$ cat config.mk
export PLATFORM = sky130hd
export DESIGN_NAME = ccwr_regs
export DESIGN_NICKNAME = d
export VERILOG_FILES = /design/src/verilog/ccwr_pkg.sv /design/src/verilog/ccwr_watchdog.sv /design/src/verilog/ccwr_regs.sv
export SDC_FILE = /design/constraint.sdc
export NUM_CORES = 1
export LEC_CHECK = 0
export ABC_AREA = 1
export BUFFER_PORTS_ARGS = -buffer_cell sky130_fd_sc_hd__buf_2
export CAP_MARGIN = 20
export CORE_MARGIN = 2
export CORE_UTILIZATION = 40
export CTS_CLUSTER_DIAMETER = 30
export CTS_CLUSTER_SIZE = 8
export DETAILED_ROUTE_END_ITERATION = 8
export PLACE_DENSITY = 0.72
export SLEW_MARGIN = 0
export SYNTH_ARGS = -nofsm -noshare
export SYNTH_HDL_FRONTEND = slang
export SYNTH_SLANG_ARGS = --single-unit
$ cat constraint.sdc
create_clock -name clk_sys_i -period 6.6 [get_ports clk_sys_i]
set_clock_uncertainty 0.05 [all_clocks]
set_input_delay 0.66 -clock clk_sys_i [delete_from_list [all_inputs] [get_ports clk_sys_i]]
set_output_delay 0.66 -clock clk_sys_i [all_outputs]
set_load 0.01 [all_outputs]
$ cat src/verilog/ccwr_pkg.sv
// Contract
// - Drive strength bits 7,6,1,0; 1 means low (bit 0 counts only in alternate processor mode).
// - Ratio field picks default, 2/1, 2.5/1, 3/1.
// - Reference outputs run on 1, stop low on 0.
// - Threshold bit chooses voltage per memory mode.
// - Feedback and six pair enables; 0 stops low.
// - Shared pin: 1 power-down input, 0 reset output.
// - Revert bit picks strap or older software frequency.
// - Alarm sets on expiry, clears with timeout field.
// - Timeout code: zero off, else N seconds.
// - Seven divider bits load PLL N, bit 6 MSB.
// - Select bit takes N from ROM or registers.
// - Expiry pulses reset, sets alarm, restarts; reverts later.
// - Writing zero timeout stops timer, clears alarm (an expiry in the same cycle keeps it set).
package ccwr_pkg;

  // Byte offsets of the register bank.
  localparam logic [7:0] PERIPH_OFF = 8'h04;
  localparam logic [7:0] MEM_OFF    = 8'h05;
  localparam logic [7:0] WDOG_OFF   = 8'h06;
  localparam logic [7:0] NDIV_OFF   = 8'h07;

  // Values after reset.
  localparam logic [7:0] PERIPH_RST = 8'hCF;
  localparam logic [7:0] MEM_RST    = 8'h7F;
  localparam logic [7:0] WDOG_RST   = 8'h00;
  localparam logic [7:0] NDIV_RST   = 8'h00;
  localparam logic [7:0] UNMAPPED_RD = 8'h00;

  // Field positions.
  localparam int USB_DRV_BIT   = 7;
  localparam int SIO_DRV_BIT   = 6;
  localparam int RATIO_LSB     = 4;
  localparam int REF_A_EN_BIT  = 3;
  localparam int REF_B_EN_BIT  = 2;
  localparam int REF_A_DRV_BIT = 1;
  localparam int REF_B_DRV_BIT = 0;
  localparam int THRESH_BIT    = 7;
  localparam int FB_EN_BIT     = 6;
  localparam int ROLE_BIT      = 7;
  localparam int REVERT_BIT    = 6;
  localparam int WATCHDOG_FACTORY_TEST_BIT    = 5;
  localparam int ALARM_BIT     = 4;
  localparam int NDIV_RSV_BIT  = 7;

  // Watchdog timing: one-second tick at the 200 MHz reference.
  localparam int unsigned CLK_HZ         = 200_000_000;
  localparam int unsigned WD_TICK_S      = 1;
  localparam int unsigned WD_TICK_CYCLES = WD_TICK_S * CLK_HZ;
  localparam int unsigned RST_PULSE_CYCLES = 8;
  localparam logic [3:0]  RST_PULSE_LOAD = 4'h8;

  // Buffer input threshold selection as seen by the analog side.
  typedef enum logic [1:0] {
    CCWR_TH_DDR_1V15,
    CCWR_TH_DDR_1V05,
    CCWR_TH_SDR_1V35,
    CCWR_TH_SDR_1V25
  } ccwr_thresh_t;

  // Watchdog states.
  typedef enum logic [1:0] {
    CCWR_WD_OFF,
    CCWR_WD_ARMED,
    CCWR_WD_RUN
  } ccwr_wd_state_t;

endpackage

$ cat src/verilog/ccwr_watchdog.sv
`timescale 1ns/100ps
module ccwr_watchdog #(
  parameter int unsigned TICK_CYCLES = ccwr_pkg::WD_TICK_CYCLES
) (
  input  wire logic       clk_sys_i,
  input  wire logic       sys_rst_i,
  input  wire logic [3:0] timeout_i,
  input  wire logic       freq_change_i,
  output logic            expire_o,
  output logic            revert_o,
  output logic            reset_pulse_o,
  output logic            running_o
);

  localparam int TW = $clog2(TICK_CYCLES);
  localparam logic [TW-1:0] TICK_LAST = TW'(TICK_CYCLES - 1);

  ccwr_pkg::ccwr_wd_state_t state;
  logic [TW-1:0] tick_cnt;
  logic [3:0]    sec_cnt;
  logic          expired_once;
  logic [3:0]    pulse_cnt;
  logic          sec_tick;

  assign sec_tick  = (state == ccwr_pkg::CCWR_WD_RUN) && (tick_cnt == TICK_LAST);
  assign expire_o  = sec_tick && ((sec_cnt + 4'h1) == timeout_i);
  assign revert_o  = expire_o && expired_once;
  assign running_o = (state == ccwr_pkg::CCWR_WD_RUN);
  assign reset_pulse_o = (pulse_cnt != 4'h0);

  ////////////////////////////////////////////////////////////////////////////
  // Arming: a zero code stops the timer at once, a frequency change starts.
  always_ff @(posedge clk_sys_i or posedge sys_rst_i) begin
    if (sys_rst_i) begin
      state <= ccwr_pkg::CCWR_WD_OFF;
    end else if (timeout_i == 4'h0) begin
      state <= ccwr_pkg::CCWR_WD_OFF;
    end else begin
      case (state)
        ccwr_pkg::CCWR_WD_OFF:   state <= ccwr_pkg::CCWR_WD_ARMED;
        ccwr_pkg::CCWR_WD_ARMED: begin
          if (freq_change_i) begin
            state <= ccwr_pkg::CCWR_WD_RUN;
          end
        end
        ccwr_pkg::CCWR_WD_RUN:   state <= ccwr_pkg::CCWR_WD_RUN;
        default:                 state <= ccwr_pkg::CCWR_WD_OFF;
      endcase
    end
  end

  // One-second prescaler and seconds count; restarts after each expiry.
  always_ff @(posedge clk_sys_i or posedge sys_rst_i) begin
    if (sys_rst_i) begin
      tick_cnt <= '0;
      sec_cnt  <= 4'h0;
    end else if (state != ccwr_pkg::CCWR_WD_RUN) begin
      tick_cnt <= '0;
      sec_cnt  <= 4'h0;
    end else if (sec_tick) begin
      tick_cnt <= '0;
      sec_cnt  <= expire_o ? 4'h0 : sec_cnt + 4'h1;
    end else begin
      tick_cnt <= tick_cnt + 1'b1;
    end
  end

  // Remembers a first expiry so that only later ones restore the frequency.
  always_ff @(posedge clk_sys_i or posedge sys_rst_i) begin
    if (sys_rst_i) begin
      expired_once <= 1'b0;
    end else if (state == ccwr_pkg::CCWR_WD_OFF) begin
      expired_once <= 1'b0;
    end else if (expire_o) begin
      expired_once <= 1'b1;
    end
  end

  // Reset pulse stretcher; a new expiry reloads it.
  always_ff @(posedge clk_sys_i or posedge sys_rst_i) begin
    if (sys_rst_i) begin
      pulse_cnt <= 4'h0;
    end else if (expire_o) begin
      pulse_cnt <= ccwr_pkg::RST_PULSE_LOAD;
    end else if (pulse_cnt != 4'h0) begin
      pulse_cnt <= pulse_cnt - 4'h1;
    end
  end
endmodule // ccwr_watchdog

$ cat src/verilog/ccwr_regs.sv
`timescale 1ns/100ps
module ccwr_regs #(
  parameter int unsigned WD_TICK_CYCLES = ccwr_pkg::WD_TICK_CYCLES
) (
  input  wire logic       clk_sys_i,
  input  wire logic       sys_rst_i,
  input  wire logic       reg_wr_i,
  input  wire logic       reg_rd_i,
  input  wire logic [7:0] reg_addr_i,
  input  wire logic [7:0] reg_wdata_i,
  output logic      [7:0] reg_rdata_o,
  input  wire logic       cpu_alt_mode_i,
  input  wire logic       ddr_mode_i,
  input  wire logic       freq_change_i,
  input  wire logic       divider_source_select_i,
  input  wire logic [6:0] rom_n_i,
  input  wire logic       shared_pin_i,
  output logic            system_reset_out_n_o,
  output logic            system_reset_out_n_oe_o,
  output logic            power_down_in_n_o,
  output logic            usb_clock_out_low_drv_o,
  output logic            superio_clock_out_low_drv_o,
  output logic            reference_out_a_low_drv_o,
  output logic            reference_out_b_low_drv_o,
  output logic            reference_out_a_en_o,
  output logic            reference_out_b_en_o,
  output logic      [1:0] bus_ratio_select_o,
  output ccwr_pkg::ccwr_thresh_t buf_threshold_o,
  output logic            feedback_clock_out_en_o,
  output logic      [5:0] memory_clock_pair_en_o,
  output logic            revert_to_software_o,
  output logic            revert_freq_o,
  output logic            watchdog_timeout_flag_o,
  output logic      [6:0] pll_feedback_divider_o
);

  ////////////////////////////////////////////////////////////////////////////
  // Address decode shared by the write and read paths.
  function automatic logic reg_hit(input logic [7:0] addr,
                                   input logic [7:0] off);
    reg_hit = (addr == off);
  endfunction

  logic [7:0] periph_clock_control;
  logic [7:0] memory_clock_control;
  logic [7:0] watchdog_control;
  logic [7:0] pll_n_divider;
  logic       watchdog_timeout_flag;
  logic [2:0] sync_meta;
  logic [2:0] sync_q;
  logic       cpu_alt_mode;
  logic       ddr_mode;
  logic       shared_pin;
  logic       wd_expire;
  logic       wd_revert;
  logic       wd_reset_pulse;
  logic       wd_running;
  logic       wr_periph;
  logic       wr_mem;
  logic       wr_wdog;
  logic       wr_ndiv;
  logic       alarm_clear;

  assign wr_periph = reg_wr_i && reg_hit(reg_addr_i, ccwr_pkg::PERIPH_OFF);
  assign wr_mem    = reg_wr_i && reg_hit(reg_addr_i, ccwr_pkg::MEM_OFF);
  assign wr_wdog   = reg_wr_i && reg_hit(reg_addr_i, ccwr_pkg::WDOG_OFF);
  assign wr_ndiv   = reg_wr_i && reg_hit(reg_addr_i, ccwr_pkg::NDIV_OFF);
  assign alarm_clear = wr_wdog && (reg_wdata_i[3:0] == 4'h0);

  ////////////////////////////////////////////////////////////////////////////
  // Straps and the shared pin come from outside; two flops before use.
  always_ff @(posedge clk_sys_i or posedge sys_rst_i) begin
    if (sys_rst_i) begin
      sync_meta <= 3'h0;
      sync_q    <= 3'h0;
    end else begin
      sync_meta <= {shared_pin_i, ddr_mode_i, cpu_alt_mode_i};
      sync_q    <= sync_meta;
    end
  end

  assign cpu_alt_mode = sync_q[0];
  assign ddr_mode     = sync_q[1];
  assign shared_pin   = sync_q[2];

  ////////////////////////////////////////////////////////////////////////////
  // Peripheral clock byte: drive strengths, ratio and reference enables.
  always_ff @(posedge clk_sys_i or posedge sys_rst_i) begin
    if (sys_rst_i) begin
      periph_clock_control <= ccwr_pkg::PERIPH_RST;
    end else if (wr_periph) begin
      periph_clock_control <= reg_wdata_i;
    end
  end

  // Memory clock byte: threshold choice and output enables.
  always_ff @(posedge clk_sys_i or posedge sys_rst_i) begin
    if (sys_rst_i) begin
      memory_clock_control <= ccwr_pkg::MEM_RST;
    end else if (wr_mem) begin
      memory_clock_control <= reg_wdata_i;
    end
  end

  // Watchdog byte; the alarm position is kept by its own flop below.
  // The factory test bit is stored as written; software must keep it 0.
  always_ff @(posedge clk_sys_i or posedge sys_rst_i) begin
    if (sys_rst_i) begin
      watchdog_control <= ccwr_pkg::WDOG_RST;
    end else if (wr_wdog) begin
      watchdog_control <= reg_wdata_i;
    end
  end

  // Divider byte; the reserved top bit is stored but steers nothing.
  always_ff @(posedge clk_sys_i or posedge sys_rst_i) begin
    if (sys_rst_i) begin
      pll_n_divider <= ccwr_pkg::NDIV_RST;
    end else if (wr_ndiv) begin
      pll_n_divider <= reg_wdata_i;
    end
  end

  // Alarm flag: only the watchdog sets it, a zero timeout write clears it.
  // An expiry in the same cycle as the clear wins so no event is lost.
  always_ff @(posedge clk_sys_i or posedge sys_rst_i) begin
    if (sys_rst_i) begin
      watchdog_timeout_flag <= 1'b0;
    end else if (wd_expire) begin
      watchdog_timeout_flag <= 1'b1;
    end else if (alarm_clear) begin
      watchdog_timeout_flag <= 1'b0;
    end
  end

  ////////////////////////////////////////////////////////////////////////////
  // Watchdog timer with its one-second prescaler.
  ccwr_watchdog #(
    .TICK_CYCLES (WD_TICK_CYCLES)
  ) u_watchdog (
    .clk_sys_i     (clk_sys_i),
    .sys_rst_i     (sys_rst_i),
    .timeout_i     (watchdog_control[3:0]),
    .freq_change_i (freq_change_i),
    .expire_o      (wd_expire),
    .revert_o      (wd_revert),
    .reset_pulse_o (wd_reset_pulse),
    .running_o     (wd_running)
  );

  ////////////////////////////////////////////////////////////////////////////
  // Register read port: data one cycle after the strobe, unmapped reads 0.
  always_ff @(posedge clk_sys_i or posedge sys_rst_i) begin
    if (sys_rst_i) begin
      reg_rdata_o <= ccwr_pkg::UNMAPPED_RD;
    end else if (reg_rd_i) begin
      if (reg_hit(reg_addr_i, ccwr_pkg::PERIPH_OFF)) begin
        reg_rdata_o <= periph_clock_control;
      end else if (reg_hit(reg_addr_i, ccwr_pkg::MEM_OFF)) begin
        reg_rdata_o <= memory_clock_control;
      end else if (reg_hit(reg_addr_i, ccwr_pkg::WDOG_OFF)) begin
        reg_rdata_o <= {watchdog_control[7:5], watchdog_timeout_flag,
                        watchdog_control[3:0]};
      end else if (reg_hit(reg_addr_i, ccwr_pkg::NDIV_OFF)) begin
        reg_rdata_o <= pll_n_divider;
      end else begin
        reg_rdata_o <= ccwr_pkg::UNMAPPED_RD;
      end
    end
  end

  ////////////////////////////////////////////////////////////////////////////
  // Drive strengths; the second reference bit only counts in the alternate
  // processor mode, elsewhere that output stays at high strength.
  assign usb_clock_out_low_drv_o =
    periph_clock_control[ccwr_pkg::USB_DRV_BIT];
  assign superio_clock_out_low_drv_o =
    periph_clock_control[ccwr_pkg::SIO_DRV_BIT];
  assign reference_out_a_low_drv_o =
    periph_clock_control[ccwr_pkg::REF_A_DRV_BIT];
  assign reference_out_b_low_drv_o = cpu_alt_mode &&
    periph_clock_control[ccwr_pkg::REF_B_DRV_BIT];

  // Ratio code goes straight to the divider chain; 00 defers to straps.
  assign bus_ratio_select_o =
    periph_clock_control[ccwr_pkg::RATIO_LSB +: 2];

  // Enables gate the clock buffers directly, so a stop is asynchronous.
  assign reference_out_a_en_o =
    periph_clock_control[ccwr_pkg::REF_A_EN_BIT];
  assign reference_out_b_en_o =
    periph_clock_control[ccwr_pkg::REF_B_EN_BIT];
  assign feedback_clock_out_en_o =
    memory_clock_control[ccwr_pkg::FB_EN_BIT];
  assign memory_clock_pair_en_o = memory_clock_control[5:0];

  // Threshold: memory mode picks the voltage pair, the bit picks within it.
  assign buf_threshold_o = ccwr_pkg::ccwr_thresh_t'(
    {~ddr_mode, memory_clock_control[ccwr_pkg::THRESH_BIT]});

  // Shared pin: driven as reset output only in that role, else an input.
  assign system_reset_out_n_oe_o =
    ~watchdog_control[ccwr_pkg::ROLE_BIT];
  assign system_reset_out_n_o = ~wd_reset_pulse;
  assign power_down_in_n_o =
    watchdog_control[ccwr_pkg::ROLE_BIT] ? shared_pin : 1'b1;

  // Revert choice and strobe towards the frequency-select logic.
  assign revert_to_software_o =
    watchdog_control[ccwr_pkg::REVERT_BIT];
  assign revert_freq_o = wd_revert;
  assign watchdog_timeout_flag_o = watchdog_timeout_flag;

  // N value: registers or ROM; other clocks keep their ratio to the CPU.
  assign pll_feedback_divider_o = divider_source_select_i ?
    pll_n_divider[6:0] : rom_n_i;
endmodule // ccwr_regs

---- Word level (Yosys, flattened, before mapping) ----
Cells that the tools add are included.
word-level totals
  register bits ........................... 86
  latch bits .............................. 0
  memory bits (writable) .................. 0
  ROM bits ................................ 0
  input bits .............................. 32
  output and inout bits ................... 38
  logic and storage cells ................. 66
  memories ................................ 0
operators by class
  add/subtract/negate cells ............... 3
  multiply operators ...................... 0
  divide/modulo/power cells ............... 0
  $lt $le $gt $ge ......................... 0
  equal/unequal tests ..................... 10
  shifts and indexed selects .............. 0
  mux-type cells .......................... 20
  bitwise gates (word level) .............. 3
  reductions and logical operators ........ 17
operators with widths
  cell                                               number
  two-way mux 28 bit                                 2
  == test 8 x 3 -> 1 bit (second input constant)     4
  two-way mux 8 bit                                  4
  adder 28 x 1 -> 28 bit (second input constant)     1
  == test 28 bit (second input constant)             1
  two-way mux 4 bit                                  5
  logical AND 1 bit                                  9
  zero test 4 bit                                    2
  nonzero test 2 bit                                 4
  two-way mux 7 bit                                  1
  one-hot mux 2 bit (3 select lines)                 1
  two-way mux 1 bit                                  5
  adder 4 x 1 -> 4 bit (second input constant)       1
  == test 4 bit                                      1
  two-way mux 2 bit                                  2
  nonzero test 4 bit                                 1
  subtractor 4 x 1 -> 4 bit (second input constant)  1
  != test 3 x 2 -> 1 bit (second input constant)     1
  NOT 1 bit                                          3
  == test 2 x 1 -> 1 bit (second input constant)     1
  == test 2 bit (second input constant)              1
  zero test 2 bit                                    1
  != test 2 bit (second input constant)              1

---- Depth between registers and ports, before layout ----
Gate-level depths: netlist (run 1).
  depth in word-level cells ............... 6
  gate-level depth with buffers ........... 10
  depth with buffers taken out ............ 10

---- Hierarchy ----
From an unflattened synthesis (run 1), not the netlist that was laid out.
second synthesis, totals
  cells, all modules ...................... 620
  area, all modules ....................... 4677.0 sq um
by module, submodules not included
  module         instances  cells an instance  area each (sq um)  sequential area each (sq um)
  ccwr_watchdog  1          362                2462.4             975.9
  ccwr_regs      1          258                2214.6             1167.4

---- Least setup slack after synthesis (run 1) ----
OpenSTA, ideal clock, no wires.
  kind .................................... flip-flop to output port
  start point ............................. register u_watchdog.sec_cnt[0]
  end point ............................... output revert_freq_o
  arrival time ............................ 1456 ps
  required time ........................... 5890 ps
  slack ................................... 4434 ps
  stages on the path, launching flop included .. 9
  buffers on the path ..................... 0
  cell sequence ........................... dfrtp_1 ha_1 inv_1 nand2_1 nand2_1 nand3_1 nor2_1 nand2_1 nor3_1
on the way
  cells in the longest elaborated chain, start to end .. 4
RTL lines
  what                      RTL line             source
  start: declaration        ccwr_watchdog.sv:20  logic [3:0] sec_cnt;
  start signal: assignment  ccwr_watchdog.sv:62  sec_cnt <= expire_o ? 4'h0 : sec_cnt + 4'h1;
  adder 4 x 1 -> 4 bit      ccwr_watchdog.sv:26  assign expire_o = sec_tick && ((sec_cnt + 4'h1) == timeout_i);
  == test 4 bit             ccwr_watchdog.sv:26
  logical AND 1 bit         ccwr_watchdog.sv:26
  logical AND 1 bit         ccwr_watchdog.sv:27  assign revert_o = expire_o && expired_once;
  end: declaration          ccwr_regs.sv:32      output logic revert_freq_o,
Every way passes these cells.

---- Worst setup path after layout (run 1) ----
Ends and elaborated chain as after synthesis.

==> impl_metrics.toml, run 1 <==
[synthesis]
ys_ff_latch = 85
ys_warn_count = 0
netlist-cell-type-count = 34
syn_nets = 642
synthArstFlopShare_pct = 100.0
synthesis.instances = 603
synth.avg_cell_area_um2 = 7.582
yosys_most_used_dff = "sky130_fd_sc_hd__dfrtp_1"
syn_area_mm2 = 0.004572
synth_seq_area_share_pct = 46.88
synth_edf_count = 0

[power]
power.net_switching_mw = 0.3514
power_per_cell_area_mw_per_mm2 = 228.2
pwr-share-comb_pct = 13.8
sw_frac_of_total_pct = 29.09
internal-power_mw = 0.8566
cellLeakagePower_nw = 2.504
seqPwrFrac_pct = 47.6
irDropWorstVdd_v = 0.0001540
p_total_mw = 1.208
pwr-share-clk_pct = 38.5

[clock_network]
root_buffer = "sky130_fd_sc_hd__clkbuf_16"
postCtsSetupRepairBufs = 0
clk_transition_reported_paths_ps = 60
clock_tree_from_tritoncts = "yes"
numClockSinks = 85
cts-resized-gates = 0
clock_tree.htree_level_count = 3
cts-buffers-inserted = 9
cts.hold.buffers_added = 0
clock_insertion_delay_worst_skew_ps = 350
ctsLongestPathBuffers = 2

[floorplanning]
die-area_mm2 = 0.01230
floorplan.initialDensity_pct = 40.56
pin_count = 70
placeableCoreArea_mm2 = 0.01127
placement_rows = 39
die_w_um = 110.9
die_height_um = 110.9

[grt]
grt_max_degree = 66
global_route.usage.met1_pct = 26.20
grt-ovfl-total = 0
initial_antenna_violation_count = 0
global_route_met3_usage_pct = 4.319
number_of_global_route_vias_before_repair = 3911
wire_length_of_the_first_global_routing_pass_mm = 18.82
grt_busiest_layer = "met2"
global_route.usage.met2_pct = 28.55
grt_use_total_pct = 18.65

[critical_path]
critPathCapture = "revert_freq_o"
crit_path_start_kind = "flop"
cp_max_fo = 6
crit_slowest_cell = "sky130_fd_sc_hd__dfrtp_1"
rr_endpoint = "u_watchdog.tick_cnt[17]"
crit_path_end_kind = "primary output"
crit_path_frequent_cell = "sky130_fd_sc_hd__nand2_1"
max_stage_delay_ps = 440
timing.reg2reg.setup_slack_ps = 4480
rr_worst_depth = 10
setup.worst_path.start = "u_watchdog.sec_cnt[0]"
cp_cell_sequence = "ha_1 > inv_1 > nand2_1 > nand2_1 > nand3_1 > nor2_1 > nand2_1 > nor3_1 > buf_2"
r2r_start = "u_watchdog.tick_cnt[0]"
path_class = "reg2out"
worstPathArrival_ps = 2100
worst_ep_required_time_ps = 5890

[placed_design]
place.detailed.hpwl_mm = 8.210
port-buffer-count = 69
gp_congestion = 0.9081

[routing]
routed_via_density = 5.040
drt_wl_total_mm = 10.96
ant_nets = 0
number_of_design_rule_violations_left_after_detail_routing = 0
route.vias.total = 4133
first_pass_iters = 5
drt_iter0_markers = 261
route.detailed.wl_per_inst_um = 13.37

[timing]
final.min_clock_period_ps = 2809
timing.fmax_mhz = 356.0
worst-slew-pin-transition_ps = 793.5
finalSetupViolations = 0
timing.setup.tns_ps = 0
timing.slew.headroom_pct = 47.10
timing_max_transition_violations_final = 0
worst_hold_slack_ps = 232.0
grt_setup_unrepaired = "false"
final_min_period_over_clock_period_pct = 42.56
hold_viol_final = 0

[finish]
final_core_utilization_pct = 46.96
area_growth_syn_to_layout_pct = 15.79
num_antenna_cells = 0
fill_cells = 1107
register_area_mm2 = 0.002143
layout_common_cells = "sky130_fd_sc_hd__nand2_1, sky130_fd_sc_hd__nor2_1, sky130_fd_sc_hd__inv_1, sky130_fd_sc_hd__dfrtp_1, sky130_fd_sc_hd__buf_2"
drive_above_1_share_pct = 17.43
final_nets = 711
multi_input_area_mm2 = 0.002057
final_common_cell = "sky130_fd_sc_hd__nand2_1"

[run_status]
run_status = "finished clean"

[run]
maximum_capacitance_violations = 0

[min_path]
min-delay-path-class = "in2async"
==> cell families after synthesis <==
logic type,Yosys count,share of synthesized area (%)
AND/OR/NAND/NOR,352,34.13
buffers and inverters,91,8.128
flip-flops,85,46.88
AO/OA/AOI/OAI,58,7.034
XOR/XNOR,10,1.916
adder cells (fa/ha/maj),7,1.916
==> worst max-delay path: cells and delay by family, from the launching register on <==
family,cells,cell delay [ps]
flip-flops,1,440
buffers and inverters,2,240
adder cells (fa/ha/maj),1,350
AND/OR/NAND/NOR,6,710
==> cell usage after synthesis (4+ instances only) <==
cell type                   n  area, um2
sky130_fd_sc_hd__nor3_1    15      75.07
sky130_fd_sc_hd__buf_4      5      37.54
sky130_fd_sc_hd__nand3_1   60      300.3
sky130_fd_sc_hd__nor2_1    88      330.3
sky130_fd_sc_hd__nor2_4     4      45.04
sky130_fd_sc_hd__dfstp_2   13      341.6
sky130_fd_sc_hd__o21ai_0   29      145.1
sky130_fd_sc_hd__xor2_1     7      61.31
sky130_fd_sc_hd__dfrtp_1   72       1802
sky130_fd_sc_hd__inv_2      4      15.01
sky130_fd_sc_hd__o21a_1     8      60.06
sky130_fd_sc_hd__nand4_1   16      100.1
sky130_fd_sc_hd__inv_1     74      277.8
sky130_fd_sc_hd__a21oi_1   16      80.08
sky130_fd_sc_hd__nand2_1  155      581.8
sky130_fd_sc_hd__ha_1       7      87.58
==> worst min path at each step <==
| stage | startpoint | to | slack, ps | depth (start not counted) |
|---|---|---|---|---|
| finish | sys_rst_i | sync_q[1] | 230 | 2 |
| global route | sys_rst_i | u_watchdog.tick_cnt[13] | 270 | 2 |
| CTS | sys_rst_i | sync_meta[1] | 250 | 2 |
| detailed placement | sync_meta[0] | sync_q[0] | 290 | 0 |
| global placement | sync_meta[0] | sync_q[0] | 280 | 0 |
| floorplan | sync_meta[0] | sync_q[0] | 280 | 0 |
==> power by group through the flow <==
stage | clock [mW] | combinational (mW) | sequential [mW]
finish | 0.465 | 0.167 | 0.575
global route | 0.497 | 0.195 | 0.580
CTS | 0.476 | 0.172 | 0.575
detailed placement | 0 | 0.171 | 0.584
global placement | 0 | 0.167 | 0.582
floorplan | 0 | 0.118 | 0.581
==> flip-flops by register name (all words and copies together), names as in the netlist <==
signal	cells
u_watchdog.state	2
sync_q	3
u_watchdog.sec_cnt	4
u_watchdog.expired_once	1
periph_clock_control	8
u_watchdog.pulse_cnt	4
pll_n_divider	8
watchdog_control	7
memory_clock_control	8
u_watchdog.tick_cnt	28
reg_rdata_o	8
sync_meta	3
watchdog_timeout_flag_o	1
==> stage by stage <==
step,setup slack (ps),cells,cell area [um2]
floorplan,3718,603,4572
global placement,4255,804,5030
detailed placement,4166,804,5030
CTS,3783,820,5294
global route,3621,820,5294
finish,3791,820,5294
==> routing by layer <==
layer | share of wire, % | vias to the layer above
met2 | 46 | 124
li1 | - | 2070
met3 | 5.3 | 18
met5 | 0 | -
met1 | 47 | 1921
met4 | 1.7 | 0
==> layout make-up <==
cell class                 instances  area share, %
clock buffer                      12          4.467
clock inverter                     4         0.5200
inverter                          79          5.625
multi-input combinational        427          38.86
sequential                        85          40.49
tap                              143          3.380
timing repair buffer              70          6.665
Note: power is estimated with default switching activity, not from simulation.
==> run 2: changes to the inputs <==
--- a/config.mk
+++ b/config.mk
@@ -5,7 +5,7 @@
 export SDC_FILE = /design/constraint.sdc
 export NUM_CORES = 1
 export LEC_CHECK = 0
-export ABC_AREA = 1
+export ABC_AREA = 0
 export BUFFER_PORTS_ARGS = -buffer_cell sky130_fd_sc_hd__buf_2
 export CAP_MARGIN = 20
 export CORE_MARGIN = 2
==> constraint.sdc (replaced) <==
create_clock -name clk_sys_i -period 2.77 [get_ports clk_sys_i]
set_clock_uncertainty 0.05 [all_clocks]
set_input_delay 0.277 -clock clk_sys_i [delete_from_list [all_inputs] [get_ports clk_sys_i]]
set_output_delay 0.277 -clock clk_sys_i [all_outputs]
set_load 0.01 [all_outputs]
==> impl_metrics.toml, run 2 <==
[synthesis]
synth_top_area_share_pct = 43.82
synth_edf_count = 0
synthesis.instances = 358
ys_ff_latch = 85
yosysMostFrequentCell = "sky130_fd_sc_hd__dfrtp_1"
ys_warn_count = 0
synth_adder_area_share_pct = 2.130
synth_xor_area_share_pct = 7.243
synth.cells.most_frequent = "sky130_fd_sc_hd__dfrtp_1, sky130_fd_sc_hd__nor2_1, sky130_fd_sc_hd__mux2_2"
synth_seq_area_share_pct = 52.13
synth_compound_area_share_pct = 2.921
synthArstFlopShare_pct = 100.0
synth_area_leaders = "sky130_fd_sc_hd__dfrtp_1, sky130_fd_sc_hd__mux2_2, sky130_fd_sc_hd__dfstp_2"
largest_family_of_logic_cells_by_synthesized_area = "simple AND/OR/NAND/NOR gates"
synthMuxAreaShare_pct = 15.00
netlist-cell-type-count = 43
syn_area_mm2 = 0.004111
post_synth_and_or_nand_nor_area_fraction_pct = 16.68
yosys_most_used_dff = "sky130_fd_sc_hd__dfrtp_1"
synth.avg_cell_area_um2 = 11.48
synth_top_area_cell = "sky130_fd_sc_hd__dfrtp_1"
syn_nets = 397

[floorplanning]
die-area_mm2 = 0.01111
die_w_um = 105.4
placement_rows = 37
floorplan.initialDensity_pct = 40.55
placeableCoreArea_mm2 = 0.01014
die_height_um = 105.4
pin_count = 70

[power]
cellLeakagePower_nw = 2.222
power_per_cell_area_mw_per_mm2 = 493.7
irDropWorstVdd_v = 0.0001997
p_total_mw = 2.393

[clock_network]
cts-buffers-inserted = 9
clock_tree_from_tritoncts = "yes"
root_buffer = "sky130_fd_sc_hd__clkbuf_8"
clk_transition_reported_paths_ps = 90
numClockSinks = 85
clock_insertion_delay_worst_skew_ps = 350
ctsLongestPathBuffers = 2
clock_tree.htree_level_count = 3
postCtsSetupRepairBufs = 0

[run_status]
run_status = "finished clean"

[critical_path]
cp_max_fo = 5
crit_path_start_kind = "flop"
crit_path_end_kind = "primary output"
path_class = "reg2out"
worst_ep_required_time_ps = 2440
worstPathArrival_ps = 2320
r2r_start = "u_watchdog.tick_cnt[0]"
setup.worst_path.start = "u_watchdog.tick_cnt[9]"

[min_path]
min-delay-path-class = "in2reg"
holdCritStartpoint = "reg_wdata_i[4]"

[timing]
timing.setup.tns_ps = 0
post_route_setup_slack_ps = 121.8
grt_setup_unrepaired = "false"
worst_hold_slack_ps = 140.5
final.min_clock_period_ps = 2648
finalSetupViolations = 0
timing.fmax_mhz = 377.6
hold_viol_final = 0
timing_max_transition_violations_final = 0
final_min_period_over_clock_period_pct = 95.60
timing.slew.headroom_pct = 50.87
worst-slew-pin-transition_ps = 731.4

[finish]
largest_reg_flops = 28
final_common_cell = "sky130_fd_sc_hd__dfrtp_1"
area_growth_syn_to_layout_pct = 17.92
stdcell_count = 576
final_instance_area_mm2 = 0.004848
final_nets = 474
regMostFlops = "u_watchdog.tick_cnt"
drive_above_1_share_pct = 34.77
num_antenna_cells = 0
final_core_utilization_pct = 47.82
layout_common_cells = "sky130_fd_sc_hd__dfrtp_1, sky130_fd_sc_hd__buf_2, sky130_fd_sc_hd__nor2_1, sky130_fd_sc_hd__mux2_2, sky130_fd_sc_hd__inv_1"

[routing]
ant_nets = 0
drt_iter0_markers = 72
route.detailed.wl_per_inst_um = 14.76
routed_via_density = 5.130
drt_wl_total_mm = 8.502
first_pass_iters = 4
number_of_design_rule_violations_left_after_detail_routing = 0
route.vias.total = 2955

[grt]
grt_max_degree = 54
grt-ovfl-total = 0
initial_antenna_violation_count = 0
wire_length_of_the_first_global_routing_pass_mm = 14.77
grt_use_total_pct = 16.49
number_of_global_route_vias_before_repair = 3178

[placed_design]
port-buffer-count = 69
place_worst_setup_slack_ps = 396.0
placed_cells_incl_taps = 556
place.detailed.hpwl_mm = 6.163
gp_congestion = 0.7964
postPlaceCellArea_mm2 = 0.004612

[run]
maximum_capacitance_violations = 0
-- run 2: area by class of cell --
cell class	instances	area (um2)
fillers	932	5290
multi-input cells	236	1808
flip-flops and latches	85	2143
well taps	136	170.2
inverters	25	95.09
clock buffers	10	127.6
repair buffers	78	435.4
clock inverters	6	68.82
-- run 2: worst paths after layout --
path | to | slack, ps | depth (start not counted)
setup reg to reg | u_watchdog.tick_cnt[18] | 390 | 7
hold reg to reg | sync_q[1] | 310 | 0
min in group asynchronous | u_watchdog.tick_cnt[21] | 470 | 3
max in group asynchronous | memory_clock_control[3] | 1490 | 4
hold / removal | pll_n_divider[4] | 140 | 2
setup / recovery | revert_freq_o | 120 | 6
-- run 2: metal layers --
metal  vias up  share of wire, %  track usage [%]  routed length, um
li1       1391                 -                -                  -
met1      1480                44            20.53               3737
met2        71                50            28.29               4241
met3        13               4.7            3.958                401
met4         0               1.4            5.143                122
met5         -                 0                0                  0
-- run 2: cell families (layout without fill, tap and decap cells) --
logic type,after synthesis,in the layout
AOI/OAI and AO/OA,19,19
buffers and inverters,37,119
muxes,47,47
xor gates and xnor gates,34,34
and+or+nand+nor,129,129
DFF,85,85
adders and majority gates,7,7
-- run 2: critical path, stage by stage, from the launching register on --
cell	delay (ps)
sky130_fd_sc_hd__dfrtp_1	450
sky130_fd_sc_hd__nor4b_1	420
sky130_fd_sc_hd__nand4_1	150
sky130_fd_sc_hd__nor4_1	480
sky130_fd_sc_hd__and3_1	250
sky130_fd_sc_hd__and2_1	120
sky130_fd_sc_hd__buf_2	120
-- run 2: repair_timing --
action | CTS | global route
hold buffers | 4 | 0
hold endpoints to repair | 35 | 0
resized for setup | 0 | 0
-- run 2: power by group --
| part | internal [mW] | leakage (nW) | total (mW) | switching, mW |
|---|---|---|---|---|
| clock | 0.424 | 0.0973 | 0.894 | 0.470 |
| combinational | 0.0908 | 1.01 | 0.197 | 0.106 |
| sequential | 1.28 | 1.12 | 1.30 | 0.0244 |
==> run 3: changes to the inputs <==
--- a/config.mk
+++ b/config.mk
@@ -6,14 +6,14 @@
 export NUM_CORES = 1
 export LEC_CHECK = 0
 export ABC_AREA = 0
-export BUFFER_PORTS_ARGS = -buffer_cell sky130_fd_sc_hd__buf_2
 export CAP_MARGIN = 20
 export CORE_MARGIN = 2
 export CORE_UTILIZATION = 40
 export CTS_CLUSTER_DIAMETER = 30
 export CTS_CLUSTER_SIZE = 8
 export DETAILED_ROUTE_END_ITERATION = 8
-export PLACE_DENSITY = 0.72
+export DONT_BUFFER_PORTS = 1
+export PLACE_DENSITY = 0.66
 export SLEW_MARGIN = 0
 export SYNTH_ARGS = -nofsm -noshare
 export SYNTH_HDL_FRONTEND = slang
==> constraint.sdc (replaced) <==
create_clock -name clk_sys_i -period 2.7 [get_ports clk_sys_i]
set_clock_uncertainty 0.05 [all_clocks]
set_input_delay 0.27 -clock clk_sys_i [delete_from_list [all_inputs] [get_ports clk_sys_i]]
set_output_delay 0.27 -clock clk_sys_i [all_outputs]
set_load 0.01 [all_outputs]
==> impl_metrics.toml, run 3 (synthesized netlist as in run 2, its figures left out) <==
[power]
power.net_switching_mw = 0.5396
pwr-share-clk_pct = 36.2
internal-power_mw = 1.816
irDropWorstVdd_v = 0.0003657
pwr-share-comb_pct = 6.7
sw_frac_of_total_pct = 22.91
power_per_cell_area_mw_per_mm2 = 508.9
cellLeakagePower_nw = 1.944
seqPwrFrac_pct = 57.1

[clock_network]
clock_tree_from_tritoncts = "yes"
clock_tree.htree_level_count = 3
cts-buffers-inserted = 9
root_buffer = "sky130_fd_sc_hd__clkbuf_8"
clock_insertion_delay_worst_skew_ps = 360
numClockSinks = 85
clk_transition_reported_paths_ps = 80
ctsLongestPathBuffers = 2

[grt]
number_of_global_route_vias_before_repair = 2790
initial_antenna_violation_count = 0
grt_max_degree = 86
grt-ovfl-total = 0
grt_use_total_pct = 15.78
wire_length_of_the_first_global_routing_pass_mm = 13.94

[placed_design]
place.detailed.hpwl_mm = 5.587
gp_congestion = 0.7990
port-buffer-count = 0
placed_cells_incl_taps = 486
postPlaceCellArea_mm2 = 0.004259
place_worst_setup_slack_ps = 323.4

[finish]
final_instance_area_mm2 = 0.004628
final_common_cell = "sky130_fd_sc_hd__dfrtp_1"
num_antenna_cells = 0
stdcell_count = 519
regMostFlops = "u_watchdog.tick_cnt"
area_growth_syn_to_layout_pct = 12.57
drive_above_1_share_pct = 21.15
final_nets = 418
largest_reg_flops = 28
layout_common_cells = "sky130_fd_sc_hd__dfrtp_1, sky130_fd_sc_hd__nor2_1, sky130_fd_sc_hd__mux2_2, sky130_fd_sc_hd__inv_1, sky130_fd_sc_hd__xor2_1"

[floorplanning]
pin_count = 70
floorplan.initialDensity_pct = 40.55
placement_rows = 37
die_height_um = 105.4
die_w_um = 105.4
die-area_mm2 = 0.01111
placeableCoreArea_mm2 = 0.01014

[routing]
route.detailed.wl_per_inst_um = 15.78
first_pass_iters = 4
ant_nets = 0
drt_wl_total_mm = 8.191
met2_wirelength_mm = 4.026
routed_via_density = 5.222
met3_length_um = 574
wl_met1_mm = 3.484
route.vias.total = 2710
number_of_design_rule_violations_left_after_detail_routing = 0
drt_iter0_markers = 149
top_layer = "met4"

[timing]
timing.setup.tns_ps = 0
timing_max_transition_violations_final = 0
timing.fmax_mhz = 399.5
final_min_period_over_clock_period_pct = 92.71
finalSetupViolations = 0
worst_hold_slack_ps = 25.00
hold_viol_final = 0
post_route_setup_slack_ps = 196.9
worst-slew-pin-transition_ps = 858.1
timing.slew.headroom_pct = 42.67
grt_setup_unrepaired = "false"
final.min_clock_period_ps = 2503

[run]
maximum_capacitance_violations = 0

[critical_path]
crit_path_start_kind = "flop"
worstPathArrival_ps = 2180
cp_max_fo = 5
timing.reg2reg.setup_slack_ps = 390
path_class = "reg2out"
crit_path_end_kind = "primary output"
worst_ep_required_time_ps = 2380

[min_path]
min-delay-path-class = "in2reg"

[run_status]
run_status = "finished clean"
==> run 3: stage by stage <==
stage               utilization, %  total power, mW
floorplan                        -            1.481
global placement             42.01            1.498
detailed placement           42.01            1.504
CTS                          45.13            2.385
global route                 45.65            2.460
finish                       45.65            2.355
==> run 3: final timing paths <==
check                                        from  depth (start not counted)                 endpoint
setup / recovery           u_watchdog.tick_cnt[9]                          5            revert_freq_o
hold / removal                     reg_wdata_i[2]                          1  periph_clock_control[2]
setup reg to reg           u_watchdog.tick_cnt[0]                          6    u_watchdog.sec_cnt[0]
hold reg to reg                      sync_meta[1]                          0                sync_q[1]
max in group asynchronous               sys_rst_i                          3  memory_clock_control[1]
min in group asynchronous               sys_rst_i                          3                sync_q[2]
==> run 3: cell type report <==
type,instances,area (um2)
clock inverters,2,37.54
well taps,136,170.2
flip-flops and latches,85,2143
fillers,929,5510
multi-input cells,236,1821
clock buffers,13,138.9
repair buffers,22,222.7
inverters,25,95.09
==> run 3: repair_timing <==
item | CTS | global route
hold buffers | 14 | 4
gates resized for setup | 0 | 2
setup endpoints to repair | 0 | 1
setup buffers | 0 | 0
endpoints found under the hold margin | 106 | 4
==> run 3: power groups by stage <==
stage / Combinational, mW / Sequential, mW / Clock [mW]
3_3_place_gp: 0.131 / 1.37 / 0
6_report: 0.158 / 1.34 / 0.852
2_1_floorplan: 0.123 / 1.36 / 0
5_1_grt: 0.178 / 1.35 / 0.932
4_1_cts: 0.157 / 1.34 / 0.884
3_5_place_dp: 0.135 / 1.37 / 0
==> run 3: critical path: stages (launching register included) <==
cell and delay, ps:
sky130_fd_sc_hd__dfrtp_1 440, sky130_fd_sc_hd__nor4b_1 420, sky130_fd_sc_hd__nand4_1 190, sky130_fd_sc_hd__nor4_2 370
sky130_fd_sc_hd__and3_1 230, sky130_fd_sc_hd__and2_1 180
==> run 3: routing by layer <==
| metal | global-route usage [%] | vias to the layer above |
|---|---|---|
| met4 | 4.381 | 0 |
| met5 | 0 | - |
| met1 | 19.10 | 1336 |
| met2 | 25.90 | 71 |
| met3 | 6.555 | 10 |
| li1 | - | 1293 |
